## src/pkg/dp_pkg.sv

```systemverilog
// Shared constants and types of the configurable logic tile.
package dp_pkg;

	//--------------------------------------------------------------
	// Sizes
	//--------------------------------------------------------------
	localparam int DATA_W      = 8;
	localparam int QUEUE_DEPTH = 4;
	localparam int PT_INPUTS   = 12;
	localparam int PT_TERMS    = 8;
	localparam int PLA_OUTS    = 4;
	localparam int CFG_WORDS   = 8;
	localparam int CFG_AW      = 3;
	localparam int ROUTE_OUTS  = 6;
	localparam int COND_NUM    = 16;

	//--------------------------------------------------------------
	// Register addresses, reset values and fixed codes
	//--------------------------------------------------------------
	localparam logic [2:0] ADDR_ACC [2]   = '{3'h0, 3'h1};
	localparam logic [2:0] ADDR_OPR [2]   = '{3'h2, 3'h3};
	localparam logic [2:0] ADDR_QUEUE [2] = '{3'h4, 3'h5};
	localparam logic [2:0] ADDR_STATUS    = 3'h6;
	localparam logic [7:0] BYTE_RESET     = 8'h00;
	localparam logic [15:0] CFG_RESET     = 16'h0000;
	localparam logic [2:0] MSB_TOP        = 3'h7;
	localparam logic [3:0] COND_ZERO0     = 4'h4;

	//--------------------------------------------------------------
	// Types
	//--------------------------------------------------------------
	typedef enum logic [2:0] {
		OP_PASS = 3'h0, OP_INC = 3'h1, OP_DEC = 3'h2, OP_ADD = 3'h3,
		OP_SUB  = 3'h4, OP_AND = 3'h5, OP_OR  = 3'h6, OP_XOR = 3'h7
	} alu_op_e;
	typedef enum logic [1:0] {
		SH_NONE = 2'h0, SH_LEFT = 2'h1, SH_RIGHT = 2'h2, SH_SWAP = 2'h3
	} shift_e;
	typedef enum logic [1:0] {
		ACC_HOLD = 2'h0, ACC_ALU = 2'h1, ACC_QUEUE = 2'h2, ACC_OPERAND = 2'h3
	} acc_src_e;
	typedef enum logic [1:0] {
		PAIR_A0_D0 = 2'h0, PAIR_A1_D1 = 2'h1, PAIR_A0_A1 = 2'h2,
		PAIR_A1_D0 = 2'h3
	} cmp_pair_e;

	typedef struct packed {
		alu_op_e          op;
		logic             a_sel;
		logic [1:0]       b_sel;
		shift_e           shift;
		logic [1:0][1:0]  acc_src;
		logic             dreg_load;
		logic             queue_push;
		logic             carry_reg;
		logic             crc_en;
	} cfg_word_s;

	typedef struct packed {
		logic [1:0]                  q_out_dir;
		logic [1:0]                  q_cap_alu;
		logic                        mask_en;
		logic                        chain_en;
		logic [2:0]                  msb;
		logic [7:0]                  or_mask;
		logic [7:0]                  poly;
		logic [1:0][7:0]             cmp_mask;
		logic [1:0][1:0]             cmp_pair;
		logic [ROUTE_OUTS-1:0][3:0]  out_sel;
	} static_cfg_s;

	typedef struct packed {
		logic [PT_TERMS-1:0][PT_INPUTS-1:0] use_true;
		logic [PT_TERMS-1:0][PT_INPUTS-1:0] use_comp;
		logic [PLA_OUTS-1:0][PT_TERMS-1:0]  sum_en;
		logic [PLA_OUTS-1:0]                reg_out;
	} pla_cfg_s;

	typedef struct packed {
		logic        wr;
		logic        rd;
		logic [2:0]  addr;
		logic [7:0]  wdata;
	} bus_req_s;

endpackage

```

## src/rtl/product_term_array.sv

```systemverilog
// Sum-of-products array with a choice of registered or direct outputs.
module product_term_array
	import dp_pkg::*;
(
	input  wire logic                 clk,
	input  wire logic                 clk_en,
	input  wire logic                 sys_rst,
	input  wire pla_cfg_s             cfg,
	input  wire logic [PT_INPUTS-1:0] pla_in,
	output wire logic [PLA_OUTS-1:0]  pla_out
);
	logic [PT_TERMS-1:0] term;
	logic [PLA_OUTS-1:0] sum_c;
	logic [PLA_OUTS-1:0] sum_q;

	genvar t, o;
	generate
		for (t = 0; t < PT_TERMS; t++) begin : g_term
			assign term[t] = (&(~cfg.use_true[t] | pla_in))
				& (&(~cfg.use_comp[t] | ~pla_in));
		end
		for (o = 0; o < PLA_OUTS; o++) begin : g_sum
			assign sum_c[o] = |(cfg.sum_en[o] & term);
			assign pla_out[o] = cfg.reg_out[o] ? sum_q[o] : sum_c[o];
		end
	endgenerate

	always_ff @(posedge clk) begin
		if (sys_rst) begin
			sum_q <= '0;
		end else if (clk_en) begin
			sum_q <= sum_c;
		end
	end
endmodule

```

## src/rtl/byte_queue.sv

```systemverilog
// Small first-in first-out byte store held in flip-flops.
module byte_queue
	import dp_pkg::*;
#(
	parameter int WIDTH = DATA_W,
	parameter int DEPTH = QUEUE_DEPTH
)(
	input  wire logic             clk,
	input  wire logic             clk_en,
	input  wire logic             sys_rst,
	input  wire logic             push,
	input  wire logic [WIDTH-1:0] push_data,
	input  wire logic             pop,
	output wire logic [WIDTH-1:0] head,
	output wire logic             full,
	output wire logic             empty
);
	localparam int PTR_W = $clog2(DEPTH);
	localparam logic [PTR_W-1:0] PTR_LAST = PTR_W'(DEPTH - 1);
	localparam logic [PTR_W:0]   CNT_FULL = (PTR_W + 1)'(DEPTH);

	logic [WIDTH-1:0] mem_q [DEPTH];
	logic [PTR_W-1:0] wr_q;
	logic [PTR_W-1:0] rd_q;
	logic [PTR_W:0]   cnt_q;

	wire do_push = push && !full;
	wire do_pop  = pop && !empty;
	wire [PTR_W-1:0] wr_nx = (wr_q == PTR_LAST) ? '0 : PTR_W'(wr_q + 1'b1);
	wire [PTR_W-1:0] rd_nx = (rd_q == PTR_LAST) ? '0 : PTR_W'(rd_q + 1'b1);
	wire [PTR_W:0] cnt_nx = do_push && !do_pop ? (PTR_W + 1)'(cnt_q + 1'b1)
		: do_pop && !do_push ? (PTR_W + 1)'(cnt_q - 1'b1) : cnt_q;

	assign full  = (cnt_q == CNT_FULL);
	assign empty = (cnt_q == '0);
	assign head  = mem_q[rd_q];

	always_ff @(posedge clk) begin
		if (do_push && clk_en) begin
			mem_q[wr_q] <= push_data;
		end
	end

	always_ff @(posedge clk) begin
		if (sys_rst) begin
			wr_q  <= '0;
			rd_q  <= '0;
			cnt_q <= '0;
		end else if (clk_en) begin
			wr_q  <= do_push ? wr_nx : wr_q;
			rd_q  <= do_pop ? rd_nx : rd_q;
			cnt_q <= cnt_nx;
		end
	end
endmodule

```

## src/rtl/programmable_logic_datapath.sv

```systemverilog
// Configurable logic tile: two product term arrays and an 8-bit datapath.
//----------------------------------------------------------------------
// How it works
// - Each logic array takes twelve routed inputs feeding eight product terms.
// - Each product term ANDs chosen inputs, each true or complemented.
// - Each array output ORs up to eight terms; same width for all.
// - Two arrays per tile; each output registered or combinational.
// - The 8-bit ALU finishes one operation per clock, with conditions.
// - Accumulators feed the ALU, take its result and feed compares.
// - Operand registers feed ALU and compares, never take the result.
// - Queues load operand registers or accumulators, or capture results.
// - Two queues, each four bytes deep.
// - Each queue is an input (bus writes) or output (bus reads) buffer.
// - Queue full and empty flags can be routed out.
// - Eight 16-bit configuration words; routed address picks one per cycle.
// - ALU: increment, decrement, add, subtract, AND, OR, XOR, pass.
// - After the ALU: shift left, shift right, nibble swap, OR mask.
// - Two masked compares on selectable accumulator and operand pairs.
// - Zero, all-ones and overflow conditions; a selection is routed out.
// - The most significant bit for arithmetic and shifts is configurable.
// - One CRC or pseudo random sequence step per cycle, any polynomial.
// - Carry, shift data and compare equality chain to neighbours.
// - Carry and shift out are registered and usable as later inputs.
//----------------------------------------------------------------------
module programmable_logic_datapath
	import dp_pkg::*;
(
	input  wire logic                       clk,
	input  wire logic                       clk_en,
	input  wire logic                       sys_rst,
	input  wire bus_req_s                   bus_req,
	output wire logic [DATA_W-1:0]          bus_rdata,
	input  wire logic                       cfg_we,
	input  wire logic [CFG_AW-1:0]          cfg_addr,
	input  wire cfg_word_s                  cfg_wdata,
	input  wire static_cfg_s                static_cfg,
	input  wire pla_cfg_s [1:0]             pla_cfg,
	input  wire logic [1:0][PT_INPUTS-1:0]  pla_in,
	output wire logic [1:0][PLA_OUTS-1:0]   pla_out,
	input  wire logic [CFG_AW-1:0]          route_addr,
	input  wire logic                       route_ci,
	input  wire logic                       route_si,
	output wire logic [ROUTE_OUTS-1:0]      route_out,
	input  wire logic                       chain_ci,
	input  wire logic                       chain_si,
	input  wire logic                       chain_eq_in,
	output wire logic                       chain_co,
	output wire logic                       chain_so,
	output wire logic                       chain_eq_out
);
	//------------------------------------------------------------------
	// State
	//------------------------------------------------------------------
	cfg_word_s        cfg_ram_q [CFG_WORDS];
	logic [7:0]       acc_q [2];
	logic [7:0]       dreg_q [2];
	logic             carry_q;
	logic             shift_q;
	logic [ROUTE_OUTS-1:0] route_out_q;
	logic [7:0]       rdata_q;

	wire [7:0]        q_head [2];
	wire [1:0]        q_full;
	wire [1:0]        q_empty;
	wire [COND_NUM-1:0] cond;
	wire [ROUTE_OUTS-1:0] route_pick;
	wire [1:0]        cmp_eq;
	wire [1:0]        cmp_lt;

	//------------------------------------------------------------------
	// Logic arrays
	//------------------------------------------------------------------
	genvar p;
	generate
		for (p = 0; p < 2; p++) begin : g_pla
			product_term_array u_pla (
				.clk     (clk),
				.clk_en  (clk_en),
				.sys_rst (sys_rst),
				.cfg     (pla_cfg[p]),
				.pla_in  (pla_in[p]),
				.pla_out (pla_out[p])
			);
		end
	endgenerate

	//------------------------------------------------------------------
	// Operand selection
	//------------------------------------------------------------------
	cfg_word_s word;
	assign word = cfg_ram_q[route_addr];

	wire [2:0] msb = static_cfg.msb;
	wire [7:0] width_mask = 8'hFF >> (MSB_TOP - msb);
	wire [7:0] msb_bit = 8'h01 << msb;
	wire [7:0] opa = word.a_sel ? acc_q[1] : acc_q[0];
	wire [7:0] opb = word.b_sel[1] ? acc_q[word.b_sel[0]]
		: dreg_q[word.b_sel[0]];
	wire [7:0] am = opa & width_mask;
	wire [7:0] bm = opb & width_mask;
	wire cin = word.carry_reg ? carry_q
		: (static_cfg.chain_en ? chain_ci : route_ci);
	wire sin = word.carry_reg ? shift_q
		: (static_cfg.chain_en ? chain_si : route_si);

	//------------------------------------------------------------------
	// ALU
	//------------------------------------------------------------------
	logic [7:0] b_eff;
	logic       c_eff;
	logic       arith;
	logic [8:0] sum9;
	logic [7:0] alu_res;

	always_comb begin
		b_eff = bm;
		c_eff = 1'b0;
		arith = 1'b1;
		case (word.op)
			OP_INC:  b_eff = 8'h01;
			OP_DEC:  b_eff = width_mask;
			OP_ADD:  c_eff = cin;
			OP_SUB: begin
				b_eff = ~bm & width_mask;
				c_eff = cin;
			end
			default: arith = 1'b0;
		endcase
		sum9 = {1'b0, am} + {1'b0, b_eff} + {8'h00, c_eff};
		case (word.op)
			OP_AND:  alu_res = am & bm;
			OP_OR:   alu_res = am | bm;
			OP_XOR:  alu_res = am ^ bm;
			OP_PASS: alu_res = am;
			default: alu_res = sum9[7:0] & width_mask;
		endcase
	end
	wire [3:0] co_idx = {1'b0, msb} + 4'h1;
	wire carry_out = arith & sum9[co_idx];
	wire overflow = arith & (am[msb] == b_eff[msb])
		& (alu_res[msb] != am[msb]);
	// One linear feedback step; with sin held low it walks the sequence.
	wire fb = am[msb] ^ sin;
	wire [7:0] crc_res = ({am[6:0], 1'b0} ^ (fb ? static_cfg.poly : 8'h00))
		& width_mask;
	wire [7:0] core = word.crc_en ? crc_res : alu_res;
	//------------------------------------------------------------------
	// Shifter and mask
	//------------------------------------------------------------------
	wire [7:0] sh_left  = {core[6:0], sin} & width_mask;
	wire [7:0] sh_right = {1'b0, core[7:1]} | (sin ? msb_bit : 8'h00);
	wire [7:0] sh_swap  = {core[3:0], core[7:4]};
	wire [7:0] shifted = (word.shift == SH_LEFT) ? sh_left
		: (word.shift == SH_RIGHT) ? sh_right
		: (word.shift == SH_SWAP) ? sh_swap : core;
	wire shift_out = (word.shift == SH_LEFT) ? core[msb]
		: (word.shift == SH_RIGHT) ? core[0] : 1'b0;
	wire [7:0] result = static_cfg.mask_en ? (shifted | static_cfg.or_mask)
		: shifted;

	assign chain_co = carry_out;
	assign chain_so = shift_out;
	//------------------------------------------------------------------
	// Compares and conditions
	//------------------------------------------------------------------
	genvar c;
	generate
		for (c = 0; c < 2; c++) begin : g_cmp
			wire [1:0] pair = static_cfg.cmp_pair[c];
			wire [7:0] x = acc_q[pair[0]];
			wire [7:0] y = (pair == PAIR_A0_A1) ? acc_q[1]
				: dreg_q[pair == PAIR_A1_D1];
			wire [7:0] m = static_cfg.cmp_mask[c];
			assign cmp_eq[c] = ((x ^ y) & m) == 8'h00;
			assign cmp_lt[c] = (x & m) < (y & m);
		end
	endgenerate

	wire ce0 = cmp_eq[0] & (static_cfg.chain_en ? chain_eq_in : 1'b1);
	assign chain_eq_out = ce0;
	wire [1:0] zero_det;
	wire [1:0] ones_det;
	assign zero_det[0] = (acc_q[0] & width_mask) == 8'h00;
	assign zero_det[1] = (acc_q[1] & width_mask) == 8'h00;
	assign ones_det[0] = (acc_q[0] | ~width_mask) == 8'hFF;
	assign ones_det[1] = (acc_q[1] | ~width_mask) == 8'hFF;
	assign cond = {1'b0, q_full[1], q_empty[1], q_full[0], q_empty[0],
		shift_q, carry_q, overflow, ones_det[1], ones_det[0],
		zero_det[1], zero_det[0], cmp_lt[1], cmp_eq[1], cmp_lt[0],
		ce0};
	genvar k;
	generate
		for (k = 0; k < ROUTE_OUTS; k++) begin : g_route
			assign route_pick[k] = cond[static_cfg.out_sel[k]];
		end
	endgenerate
	assign route_out = route_out_q;

	//------------------------------------------------------------------
	// Queue lanes with their accumulator and operand register
	//------------------------------------------------------------------
	genvar i;
	generate
		for (i = 0; i < 2; i++) begin : g_lane
			wire wr_acc = bus_req.wr && (bus_req.addr == ADDR_ACC[i]);
			wire wr_opr = bus_req.wr && (bus_req.addr == ADDR_OPR[i]);
			wire wr_buf = bus_req.wr && (bus_req.addr == ADDR_QUEUE[i]);
			wire rd_buf = bus_req.rd && (bus_req.addr == ADDR_QUEUE[i]);
			wire q_out  = static_cfg.q_out_dir[i];
			wire [1:0] src = word.acc_src[i];
			wire q_ready = !q_out && !q_empty[i];
			wire acc_take = q_ready && (src == ACC_QUEUE);
			wire opr_take = q_ready && word.dreg_load;
			wire pop = acc_take || opr_take || (q_out && rd_buf);
			wire push = q_out ? word.queue_push : wr_buf;
			wire [7:0] cap = static_cfg.q_cap_alu[i] ? result : acc_q[i];
			wire [7:0] push_data = q_out ? cap : bus_req.wdata;
			wire [7:0] acc_d = wr_acc ? bus_req.wdata
				: (src == ACC_ALU) ? result
				: acc_take ? q_head[i]
				: (src == ACC_OPERAND) ? dreg_q[i] : acc_q[i];
			wire [7:0] opr_d = wr_opr ? bus_req.wdata
				: opr_take ? q_head[i] : dreg_q[i];

			byte_queue #(
				.WIDTH (DATA_W),
				.DEPTH (QUEUE_DEPTH)
			) u_queue (
				.clk       (clk),
				.clk_en    (clk_en),
				.sys_rst   (sys_rst),
				.push      (push),
				.push_data (push_data),
				.pop       (pop),
				.head      (q_head[i]),
				.full      (q_full[i]),
				.empty     (q_empty[i])
			);

			always_ff @(posedge clk) begin
				if (sys_rst) begin
					acc_q[i]  <= BYTE_RESET;
					dreg_q[i] <= BYTE_RESET;
				end else if (clk_en) begin
					acc_q[i]  <= acc_d;
					dreg_q[i] <= opr_d;
				end
			end
		end
	endgenerate

	//------------------------------------------------------------------
	// Configuration store, carry and shift registers, bus read
	//------------------------------------------------------------------
	wire [7:0] status = {4'h0, q_full[1], q_empty[1], q_full[0], q_empty[0]};
	wire [7:0] rd_sel = (bus_req.addr == ADDR_ACC[0]) ? acc_q[0]
		: (bus_req.addr == ADDR_ACC[1]) ? acc_q[1]
		: (bus_req.addr == ADDR_OPR[0]) ? dreg_q[0]
		: (bus_req.addr == ADDR_OPR[1]) ? dreg_q[1]
		: (bus_req.addr == ADDR_QUEUE[0]) ? q_head[0]
		: (bus_req.addr == ADDR_QUEUE[1]) ? q_head[1]
		: (bus_req.addr == ADDR_STATUS) ? status : 8'h00;
	assign bus_rdata = rdata_q;

	always_ff @(posedge clk) begin
		if (sys_rst) begin
			for (int w = 0; w < CFG_WORDS; w++) begin
				cfg_ram_q[w] <= CFG_RESET;
			end
		end else if (clk_en && cfg_we) begin
			cfg_ram_q[cfg_addr] <= cfg_wdata;
		end
	end

	always_ff @(posedge clk) begin
		if (sys_rst) begin
			carry_q     <= 1'b0;
			shift_q     <= 1'b0;
			route_out_q <= '0;
			rdata_q     <= BYTE_RESET;
		end else if (clk_en) begin
			carry_q     <= carry_out;
			shift_q     <= shift_out;
			route_out_q <= route_pick;
			rdata_q     <= bus_req.rd ? rd_sel : rdata_q;
		end
	end

	wire base_case = clk_en && word.shift == SH_NONE && !word.a_sel
		&& !static_cfg.mask_en && msb == MSB_TOP
		&& word.acc_src[0] == ACC_ALU && !g_lane[0].wr_acc;
	wire add_case = base_case && word.op == OP_ADD && !word.crc_en
		&& word.b_sel == 2'h0;
	wire crc_case = base_case && word.crc_en;
	wire [7:0] add_ref = opa + dreg_q[0] + {7'h00, cin};
	wire [7:0] crc_ref = {opa[6:0], 1'b0}
		^ ((opa[7] ^ sin) ? static_cfg.poly : 8'h00);
endmodule

```

## config.mk

```make
export PLATFORM = sky130hd
export DESIGN_NAME = programmable_logic_datapath
export DESIGN_NICKNAME = d
export VERILOG_FILES = /design/src/pkg/dp_pkg.sv /design/src/rtl/product_term_array.sv /design/src/rtl/byte_queue.sv /design/src/rtl/programmable_logic_datapath.sv
export SDC_FILE = /design/constraint.sdc
export NUM_CORES = 1
export LEC_CHECK = 0
export ABC_CLOCK_PERIOD_IN_PS = 17700
export BUFFER_PORTS_ARGS = -buffer_cell sky130_fd_sc_hd__buf_2
export CORE_MARGIN = 5
export CORE_UTILIZATION = 35
export CTS_CLUSTER_DIAMETER = 120
export DETAILED_ROUTE_END_ITERATION = 8
export PLACE_DENSITY_LB_ADDON = 0.08
export REMOVE_ABC_BUFFERS = 1
export SLEW_MARGIN = 20
export SYNTH_ARGS = -nofsm -noshare
export SYNTH_HDL_FRONTEND = slang
export SYNTH_SLANG_ARGS = --single-unit
```

## constraint.sdc

```tcl
create_clock -name clk -period 17.7 [get_ports clk]
set_clock_uncertainty 0.2 [all_clocks]
set_input_delay 2.655 -clock clk [delete_from_list [all_inputs] [get_ports clk]]
set_output_delay 2.655 -clock clk [all_outputs]
set_load 0.005 [all_outputs]
```

After elaboration in Yosys (flattened, before gate mapping). Memories as Yosys holds them, arrays and structs flattened. A register that Yosys moved wholly into a read port is not among the register bits. Cells that the tools add are included.

Word-level logic and storage cells: 411. Latch bits: 0. Memory bits (writable): 224. Bits in read-only memories: 0. Flip-flop bits (word level): 38. Memories kept: 5.

Shifts and indexed selects: 2. Bitwise operators: 125. Add/subtract/negate cells: 12. Divide/modulo/power cells: 0. Reductions and logical operators: 101. Magnitude comparators: 10. Muxes and demuxes: 108. $mul: 0. Equal/unequal tests: 36.

Memory list: cfg_ram_q (depth 8, bits a word 16, rd ports 1, clocked after memory_dff 0, wr ports 8, line programmable_logic_datapath.sv:54) `cfg_word_s cfg_ram_q [CFG_WORDS];`; g_lane[0].u_queue.mem_q (depth 4, bits a word 8, rd ports 1, clocked after memory_dff 1, wr ports 1, line byte_queue.sv:22) `logic [WIDTH-1:0] mem_q [DEPTH];`; g_lane[1].u_queue.mem_q (depth 4, bits a word 8, rd ports 1, clocked after memory_dff 1, wr ports 1, line byte_queue.sv:22); acc_q (depth 2, bits a word 8, rd ports 5, clocked after memory_dff 0, wr ports 2, line programmable_logic_datapath.sv:55) `logic [7:0] acc_q [2];`; dreg_q (depth 2, bits a word 8, rd ports 5, clocked after memory_dff 0, wr ports 2, line programmable_logic_datapath.sv:56) `logic [7:0] dreg_q [2];`.

Operators by type and width (number): NOT 12 bit (34); bitwise OR 12 bit (32); AND reduction 12 bit (32); 2-to-1 mux 8 bit (37); bitwise AND 8 bit (23); OR reduction 8 bit (8); 2-to-1 mux 1 bit (43); < comparator 4 x 5 -> 1 bit, second input constant (7); logical NOT 8 bit (4); bitwise OR 8 bit (4); one-hot mux 8 bit (4 select lines) (1); XOR 8 bit (4); binary-select mux 1 bit (select 4 bit) (7); equality test 3 bit, second input constant (9); logical AND 1 bit (27); equality test 2 bit, second input constant (12); one-hot mux 8 bit (3 select lines) (1); bitwise AND 1 bit (20); equality test 8 bit, second input constant (2); < comparator 8 bit (2); 2-to-1 mux 16 bit (1); 2-to-1 mux 2 bit (8); NOT 8 bit (2); OR reduction 16 bit (1); other kinds (28) (73).

Logic depth before layout (Yosys ltp). Gate-level depths: netlist of run 1. An unclocked memory read counts as a cell.

Word-level depth: 20. Depth in mapped cells: 25. Gate-level depth less buffers: 21.

Modules after synthesis. Synthesis of run 1 repeated with hierarchy kept, for this count alone.

Cell total of the unflattened synthesis: 2418. Area, all modules: 22243.8 um2.

By module, submodules not included: programmable_logic_datapath (cells each 1674, area an instance 15244.6 um2, seq. area each 5124.9 um2, times used 1); product_term_array (cells each 277, area an instance 1836.8 um2, seq. area each 80.1 um2, times used 2); byte_queue (cells each 95, area an instance 1662.8 um2, seq. area each 1141.1 um2, times used 2).

Least setup slack after synthesis of run 1. OpenSTA, ideal clock, no wires.

Path type: in2out. Start point: in route_addr[0]. End point: out chain_so. Data required time: 14.845 ns. Arrival: 7.176 ns. Buffers on the path: 3. Slack: 7.669 ns. Stages on the path: 22. Cells stage by stage: buf_4 buf_2 mux4_2 mux2i_4 buf_6 mux2i_1 o22ai_1 or2_2 fa_1 inv_1 fa_1 nor2b_1 o31a_1 o31a_1 a21oi_1 a32oi_1 a21oi_1 a21oi_1 or3_1 nand4_1 a31oi_1 nand2_1.

Word-level cells in the longest chain between the ends: 15. Elaborated cells between the ends (all ways): 42.

RTL lines: from (decl) (line programmable_logic_datapath.sv:40) `input wire logic [CFG_AW-1:0] route_addr,`; memory read (8 x 16 bit) (*); memory read (2 x 8 bit) (on tied branches); 2-to-1 mux 8 bit (line programmable_logic_datapath.sv:97) `wire [7:0] opb = word.b_sel[1] ? acc_q[word.b_sel[0]]`; bitwise AND 8 bit (line programmable_logic_datapath.sv:100) `wire [7:0] bm = opb & width_mask;`; NOT 8 bit (line programmable_logic_datapath.sv:124) `b_eff = ~bm & width_mask;`; bitwise AND 8 bit (line programmable_logic_datapath.sv:124); one-hot mux 8 bit (3 select lines) (line programmable_logic_datapath.sv:119) `case (word.op)`; adder 8 x 8 -> 9 bit (line programmable_logic_datapath.sv:129) `sum9 = {1'b0, am} + {1'b0, b_eff} + {8'h00, c_eff};`; adder 9 x 1 -> 9 bit (line programmable_logic_datapath.sv:129); bitwise AND 8 bit (line programmable_logic_datapath.sv:135) `default: alu_res = sum9[7:0] & width_mask;`; one-hot mux 8 bit (4 select lines) (line programmable_logic_datapath.sv:130) `case (word.op)`; 2-to-1 mux 8 bit (line programmable_logic_datapath.sv:146) `wire [7:0] core = word.crc_en ? crc_res : alu_res;`; binary-select mux 1 bit (select 3 bit) (line programmable_logic_datapath.sv:156) `wire shift_out = (word.shift == SH_LEFT) ? core[msb]`; 2-to-1 mux 1 bit (implied by the code) (line programmable_logic_datapath.sv:156); 2-to-1 mux 1 bit (*) (line programmable_logic_datapath.sv:156); to (decl) (line programmable_logic_datapath.sv:48) `output wire logic chain_so,`.

Every way passes the cells marked *; elsewhere a longest branch is shown, timed or not. The select of a mux whose other input is x is not followed.

Worst setup path in the final report of run 1.
Start point: in route_addr[1]. End point: out chain_so.

The elaborated chain is that of the path after synthesis.

==> results.toml, run 1 <==
[floorplanning]
design.core.area_um2 = 60600
pin_count = 618
start_util_pct = 35.4
fp.dieW_um = 258
num_rows = 90
die-area_um2 = 66400
die_h_um = 258

[synth]
yosys_warnings = 0
ys_seq_elements = 266
syn_inst = 2258
ys.flop_type = "edfxtp_1"
synth_area_leaders = "edfxtp_1 31%, mux2i_1 5.9%, mux4_2 5.6%"
synth_top_area_share_pct = 31.3
async_flop_share_pct = 0
synthesis.area_um2 = 21500
synth_edf_count = 224
ys_types = 99
yosysSeqAreaShare_pct = 35.3
synth_top_cell_by_area = "edfxtp_1"
syn_avg_cell_area_um2 = 9.50

[setup_path]
crit_type = "in -> out"
crit_path_end = "chain_so"
critPathArrivalTime_ns = 8.71
timing.rr.end = "g_lane[0].u_queue.mem_q[1][0]"
cp.required_ns = 14.85
endpoint_kind = "output port"
worstReg2RegStart = "cfg_ram_q[3][11]"
cp-start-kind = "input port"
r2r_slack_ns = 11.16
critPathLaunch = "route_addr[1]"
rr_worst_depth = 18
crit_fanout = 48

[finish]
area_growth_pct = 22.5
fin_nets = 3433
finish.utilization_pct = 43.4
final_cell_count_no_fill = 3608
drive_gt1_share_pct = 29.9

[cts]
cts_made_buffers = 34
ctsHoldBuffers = 0
clkTransAtPathRegs_ns = 0.05
clock-root-buffer = "clkbuf_16"
cts.htree.levels = 2
tritoncts = "built"
clk-insertion-delay-late_ns = 0.55
cts_setup_buffers = 0
cts_resized = 0
cts.path.max_buffers = 3
cts_num_sinks = 266

[global_route]
antenna_found_initial = 44
gr-total-overflow = 0
grt_max_degree = 50
track_usage_pct = 33.6
grt_pass1_wl_mm = 165
grt_pass1_vias = 22316

[route]
ant_nets = 0
wl_per_cell_um = 32.6
drt_iter0_drc = 2776
routed-via-count = 22632
drcViolationCount = 0
dr.pass1.iters = 7
drt_wl_total_mm = 118
viasPerCell = 6.27

[min_path]
hold_class = "reg -> reg"

[sta]
rsz0062_at_grt = "no"
post-route-period-util_pct = 65.4
max_slew.worst_pin.slew_ns = 1.10
fin_crit_ns = 11.57
finalHoldViolCount = 0
fin_tns_setup_ns = 0
drv_slew = 0
finalSetupViolations = 0
fmax_mhz = 86.4
relSlewSlack_pct = 26.7

[run_status]
status = "finished clean"

[placed_design]
io_buffer_count = 617
gp_congestion = 0.995
dp_cells = 3526
post-dp-hpwl_mm = 93.8

[power]
power.total_mw = 2.20
irDropWorstVdd_mv = 0.0671
leakage_nw = 11.0
power_per_cell_area_nw_per_um2 = 83.6

[job]
drv_cap = 0
critical path, stage by stage:
cell and delay (ns):
buf_2 0.07, buf_4 0.53, mux2_1 0.43, o221ai_4 0.62, mux2i_1 0.31, mux2i_1 0.19
a32o_1 0.32, or2_2 0.30, fa_1 0.43, inv_1 0.10, fa_1 0.21, nor2b_1 0.07
o31a_1 0.27, o31a_1 0.27, a21oi_1 0.27, a32oi_1 0.18, a21oi_1 0.34, a21oi_1 0.14
or3_1 0.34, nand4_1 0.12, a31oi_1 0.08, nand2_1 0.22, buf_2 0.15
cell families (layout without fill, tap and decap cells):
logic type / count (synthesis) / after routing / share of synthesized area (%)
AOI/OAI and AO/OA: 717 / 717 / 24.7
DFF: 266 / 266 / 35.3
and+or+nand+nor: 716 / 716 / 17.0
other: 0 / 22 / 0
muxes: 213 / 213 / 13.3
buffers and inverters: 263 / 809 / 5.00
adders and majority gates: 61 / 61 / 3.69
xor gates and xnor gates: 22 / 22 / 0.933
through the flow:
stage               instance area (µm²)  hold slack [ns]  worst slack [ns]
floorplan                         20700            0.256              7.92
global placement                  25100            0.273              6.04
detailed placement                25100            0.278              5.95
CTS                               26200            0.286              5.91
global route                      26300            0.298              5.77
finish                            26300            0.284              6.13
worst min path at each step:
stage	start	end	cells after the start
after CTS	g_pla[1].u_pla.sum_q[1]	g_pla[1].u_pla.sum_q[1]	2
after detailed placement	g_pla[1].u_pla.sum_q[1]	g_pla[1].u_pla.sum_q[1]	2
after global routing	g_pla[1].u_pla.sum_q[0]	g_pla[1].u_pla.sum_q[0]	2
final	g_pla[0].u_pla.sum_q[0]	g_pla[0].u_pla.sum_q[0]	2
after floorplan	g_lane[0].u_queue.rd_q[0]	flop	2
after global placement	g_pla[0].u_pla.sum_q[0]	g_pla[0].u_pla.sum_q[0]	2
power by group:
group / total (mW) / internal [mW] / switching [mW] / leakage [nW]
Sequential: 0.763 / 0.722 / 0.0414 / 2.48
Clock: 0.705 / 0.414 / 0.290 / 0.561
Combinational: 0.728 / 0.272 / 0.456 / 7.93
Total: 2.20 / 1.41 / 0.788 / 11.0
sequential cells by signal (all words and copies together) (netlist names), named ones only:
register,flops
g_lane.u_queue.mem_q,64
dreg_q,16
cfg_ram_q,128
bus_rdata,8
g_lane.u_queue.cnt_q,6
acc_q,16
carry_q,1
shift_q,1
g_lane.u_queue.wr_q,4
route_out,6
g_pla.u_pla.sum_q,8
g_lane.u_queue.rd_q,4
layout by cell type, fill, tap and decap left out, types with 12 or more instances in the layout:
| master | n |
|---|---|
| inv_1 | 94 |
| mux2i_1 | 126 |
| or2_2 | 16 |
| a21oi_1 | 105 |
| nand2b_1 | 23 |
| edfxtp_1 | 224 |
| and4_1 | 13 |
| and3_1 | 25 |
| mux4_2 | 53 |
| o21ai_0 | 97 |
| nor2b_1 | 33 |
| ha_1 | 56 |
| a22oi_1 | 72 |
| a221oi_1 | 100 |
| xnor2_1 | 15 |
| o221ai_1 | 13 |
| dfxtp_1 | 42 |
| nor2_1 | 136 |
| a211oi_1 | 25 |
| clkbuf_16 | 36 |
| nand4_1 | 16 |
| nand2_1 | 196 |
| diode_2 | 22 |
| o211ai_1 | 12 |
| nor3_1 | 26 |
| and2_1 | 137 |
| a21o_1 | 19 |
| buf_2 | 617 |
| nand3_1 | 48 |
| buf_4 | 36 |
| mux2_2 | 28 |
| a22o_1 | 89 |
| o22ai_1 | 53 |
per-layer routing:
metal,track usage (%),vias to the layer above,routed length [µm]
li1,-,9834,-
met1,43.8,11137,48200
met2,53.9,1300,53400
met3,7.96,341,10100
met4,14.3,20,5840
met5,0,-,135
cell usage after synthesis (72+ instances only):
cell	number
edfxtp_1	224
nand2_1	196
and2_1	137
nor2_1	136
clkbuf_1	133
mux2i_1	126
a21oi_1	105
a221oi_1	100
o21ai_0	97
inv_1	94
a22o_1	89
a22oi_1	72
final cells by class:
class	count	area (µm²)
fillers	6049	34300
repair buffers	653	3360
clock inverters	12	139
multi-input cells	1729	12800
flip-flops and latches	266	7570
inverters	96	360
well taps	782	978
clock buffers	48	997
diodes	22	55.1
Power figures use the tool's default switching activity.
==> inputs of run 2 (changes only) <==
Settings changed: ABC_CLOCK_PERIOD_IN_PS 17700 to 10150.
Clock period 17.7 ns to 10.15 ns, I/O delays scaled along.
==> run 2 against run 1 <==
  * Critical path depth decreased by 2
  * Clock-buffer cell count fell by 3
  * Combinational power grew 74%
  * Global-route usage barely moved
  * Sequential share of layout area down 0.11 points
  * Register-to-register slack worse by 7.5 ns
  * Utilization grew 0.16 points
  * Largest cell class unchanged
  * Power grew 76%
  * First-iteration DRC count decreased by 5.4%
  * Final area is 0.38% higher
  * Via count grew 0.17%
==> results.toml, run 2 (synthesized netlist as in run 1, its figures left out) <==
[setup_path]
r2r_slack_ns = 3.65
cp_slowest_stage_delay_ns = 0.67
critPathTopFamily = "compound AO/OA/AOI/OAI gates"
cp-start-kind = "input port"
worstPathCellList = "buf_2 -> buf_4 -> mux2_2 -> o22ai_1 -> o21ai_2 -> o21ai_1 -> a31oi_1 -> a311oi_1 -> ha_1 -> a21o_1 -> a31o_2 -> a21oi_1 -> xnor2_1 -> a2bb2oi_2 -> a2111oi_2 -> a221o_1 -> nand4_1 -> nand4_1 -> a31oi_1 -> nand2_1 -> buf_2"
crit_fanout = 16
critPathBufInv = 3
crit_slowest_cell = "a2111oi_2"
critPathArrivalTime_ns = 7.41
crit_type = "in -> out"
cp.required_ns = 8.43
endpoint_kind = "output port"

[floorplanning]
num_rows = 90
design.core.area_um2 = 60600
die-area_um2 = 66400
fp.dieW_um = 258
die_h_um = 258
start_util_pct = 35.4
pin_count = 618

[cts]
cts.path.max_buffers = 3
cts_setup_buffers = 0
ctsHoldBuffers = 0
cts.htree.levels = 2
clkTransAtPathRegs_ns = 0.06
tritoncts = "built"
cts_num_sinks = 266
cts_made_buffers = 34
clk-insertion-delay-late_ns = 0.56
cts_resized = 0
clock-root-buffer = "clkbuf_16"

[power]
leakage_nw = 11.0
swShare_pct = 35.8
intPower_mw = 2.48
power_per_cell_area_nw_per_um2 = 146
combinationalPowerShare_pct = 32.8
switching_power_mw = 1.38
seqPwrFrac_pct = 34.5
clockPowerShare_pct = 32.7
irDropWorstVdd_mv = 0.120

[global_route]
antenna_found_initial = 48
grt_max_degree = 37
track_usage_pct = 33.6
grt_pass1_wl_mm = 165
gr-total-overflow = 0
grt_pass1_vias = 22261

[route]
wl_met3_mm = 10.7
met1_length_mm = 47.1
routed-via-count = 22670
drt_iter0_drc = 2627
drcViolationCount = 0
drt_wl_total_mm = 117
dr.max_layer_used = "met5"
ant_nets = 0
dr.pass1.iters = 6
viasPerCell = 6.26
wl_per_cell_um = 32.4
wl_met2_mm = 53.8

[sta]
fin_tns_setup_ns = 0
finalSetupViolations = 0
finalHoldViolCount = 0
fin_crit_ns = 9.13
fmax_mhz = 110
rsz0062_at_grt = "no"
relSlewSlack_pct = 27.2
holdWs_ns = 0.284
max_slew.worst_pin.slew_ns = 1.09
post-route-period-util_pct = 90.0
drv_slew = 0

[finish]
seqCellArea_um2 = 7570
drive_gt1_share_pct = 30.2
multi_input_area_um2 = 12800
layout_common_cells = "618 x buf_2, 224 x edfxtp_1, 196 x nand2_1"
reg_top3 = "cfg_ram_q (128), g_lane.u_queue.mem_q (64)"
area_growth_pct = 23.0
fin_nets = 3444
largest_register = "cfg_ram_q"
largest_reg_flops = 128
nFillCells = 6076
final_common_cell = "buf_2"

[run_status]
status = "finished clean"

[placed_design]
io_buffer_count = 617
gp_congestion = 1.01
post-dp-hpwl_mm = 93.7

[job]
drv_cap = 0

[min_path]
hold_class = "reg -> reg"
[run 2: cell types whose count changed in the layout (fill, tap and decap cells not counted), moves of 2 or more]
cell / change
bufinv_16: +2
clkinv_1: +2
buf_4: +10
clkbuf_16: -2
diode_2: +2
[run 2: stage by stage]
stage | setup slack [ns] | power, mW | cells | utilization (%) | cell area [µm²]
6_report | 1.02 | 3.86 | 3623 | 43.5 | 26400
5_1_grt | 0.661 | 4.02 | 3613 | 43.5 | 26400
4_1_cts | 1.11 | 3.86 | 3598 | 43.4 | 26300
3_5_place_dp | 1.13 | 2.59 | 3536 | 41.5 | 25200
3_3_place_gp | 1.21 | 2.59 | 3536 | 41.5 | 25200
2_1_floorplan | 2.63 | 2.00 | 2091 | - | 20700
[run 2: per-layer routing]
metal	vias to the layer above	GRT usage, %
met4	24	12.7
li1	9863	-
met1	11118	43.8
met2	1359	54.7
met3	306	7.61
met5	-	0
[run 2: power groups by stage]
stage	registers [mW]	logic, mW	clock network [mW]
floorplan	1.33	0.671	0
global placement	1.35	1.24	0
detailed placement	1.35	1.24	0
CTS	1.33	1.25	1.28
global route	1.34	1.36	1.33
finish	1.33	1.27	1.26
[run 2: cell type report]
type / instances / share of cell area, %
inverter: 96 / 1.37
clock buffer: 45 / 3.58
antenna: 24 / 0.228
multi-input combinational: 1729 / 48.6
timing repair buffer: 664 / 13.0
tap: 782 / 3.71
clock inverter: 17 / 0.816
sequential: 266 / 28.7
[run 2: tightest hold or removal path: stages, from the launching register on]
cell and delay [ns]:
dfxtp_1 0.31, nor2_1 0.08, a211oi_1 0.05
[run 2: path summary, 6_finish.rpt]
check	depth (start not counted)	from	endpoint
max	21	route_addr[1]	chain_so
min reg2reg	2	g_pla[1].u_pla.sum_q[3]	g_pla[1].u_pla.sum_q[3]
min	2	g_pla[1].u_pla.sum_q[3]	g_pla[1].u_pla.sum_q[3]
max reg2reg	17	cfg_ram_q[1][11]	g_lane[1].u_queue.mem_q[0][5]
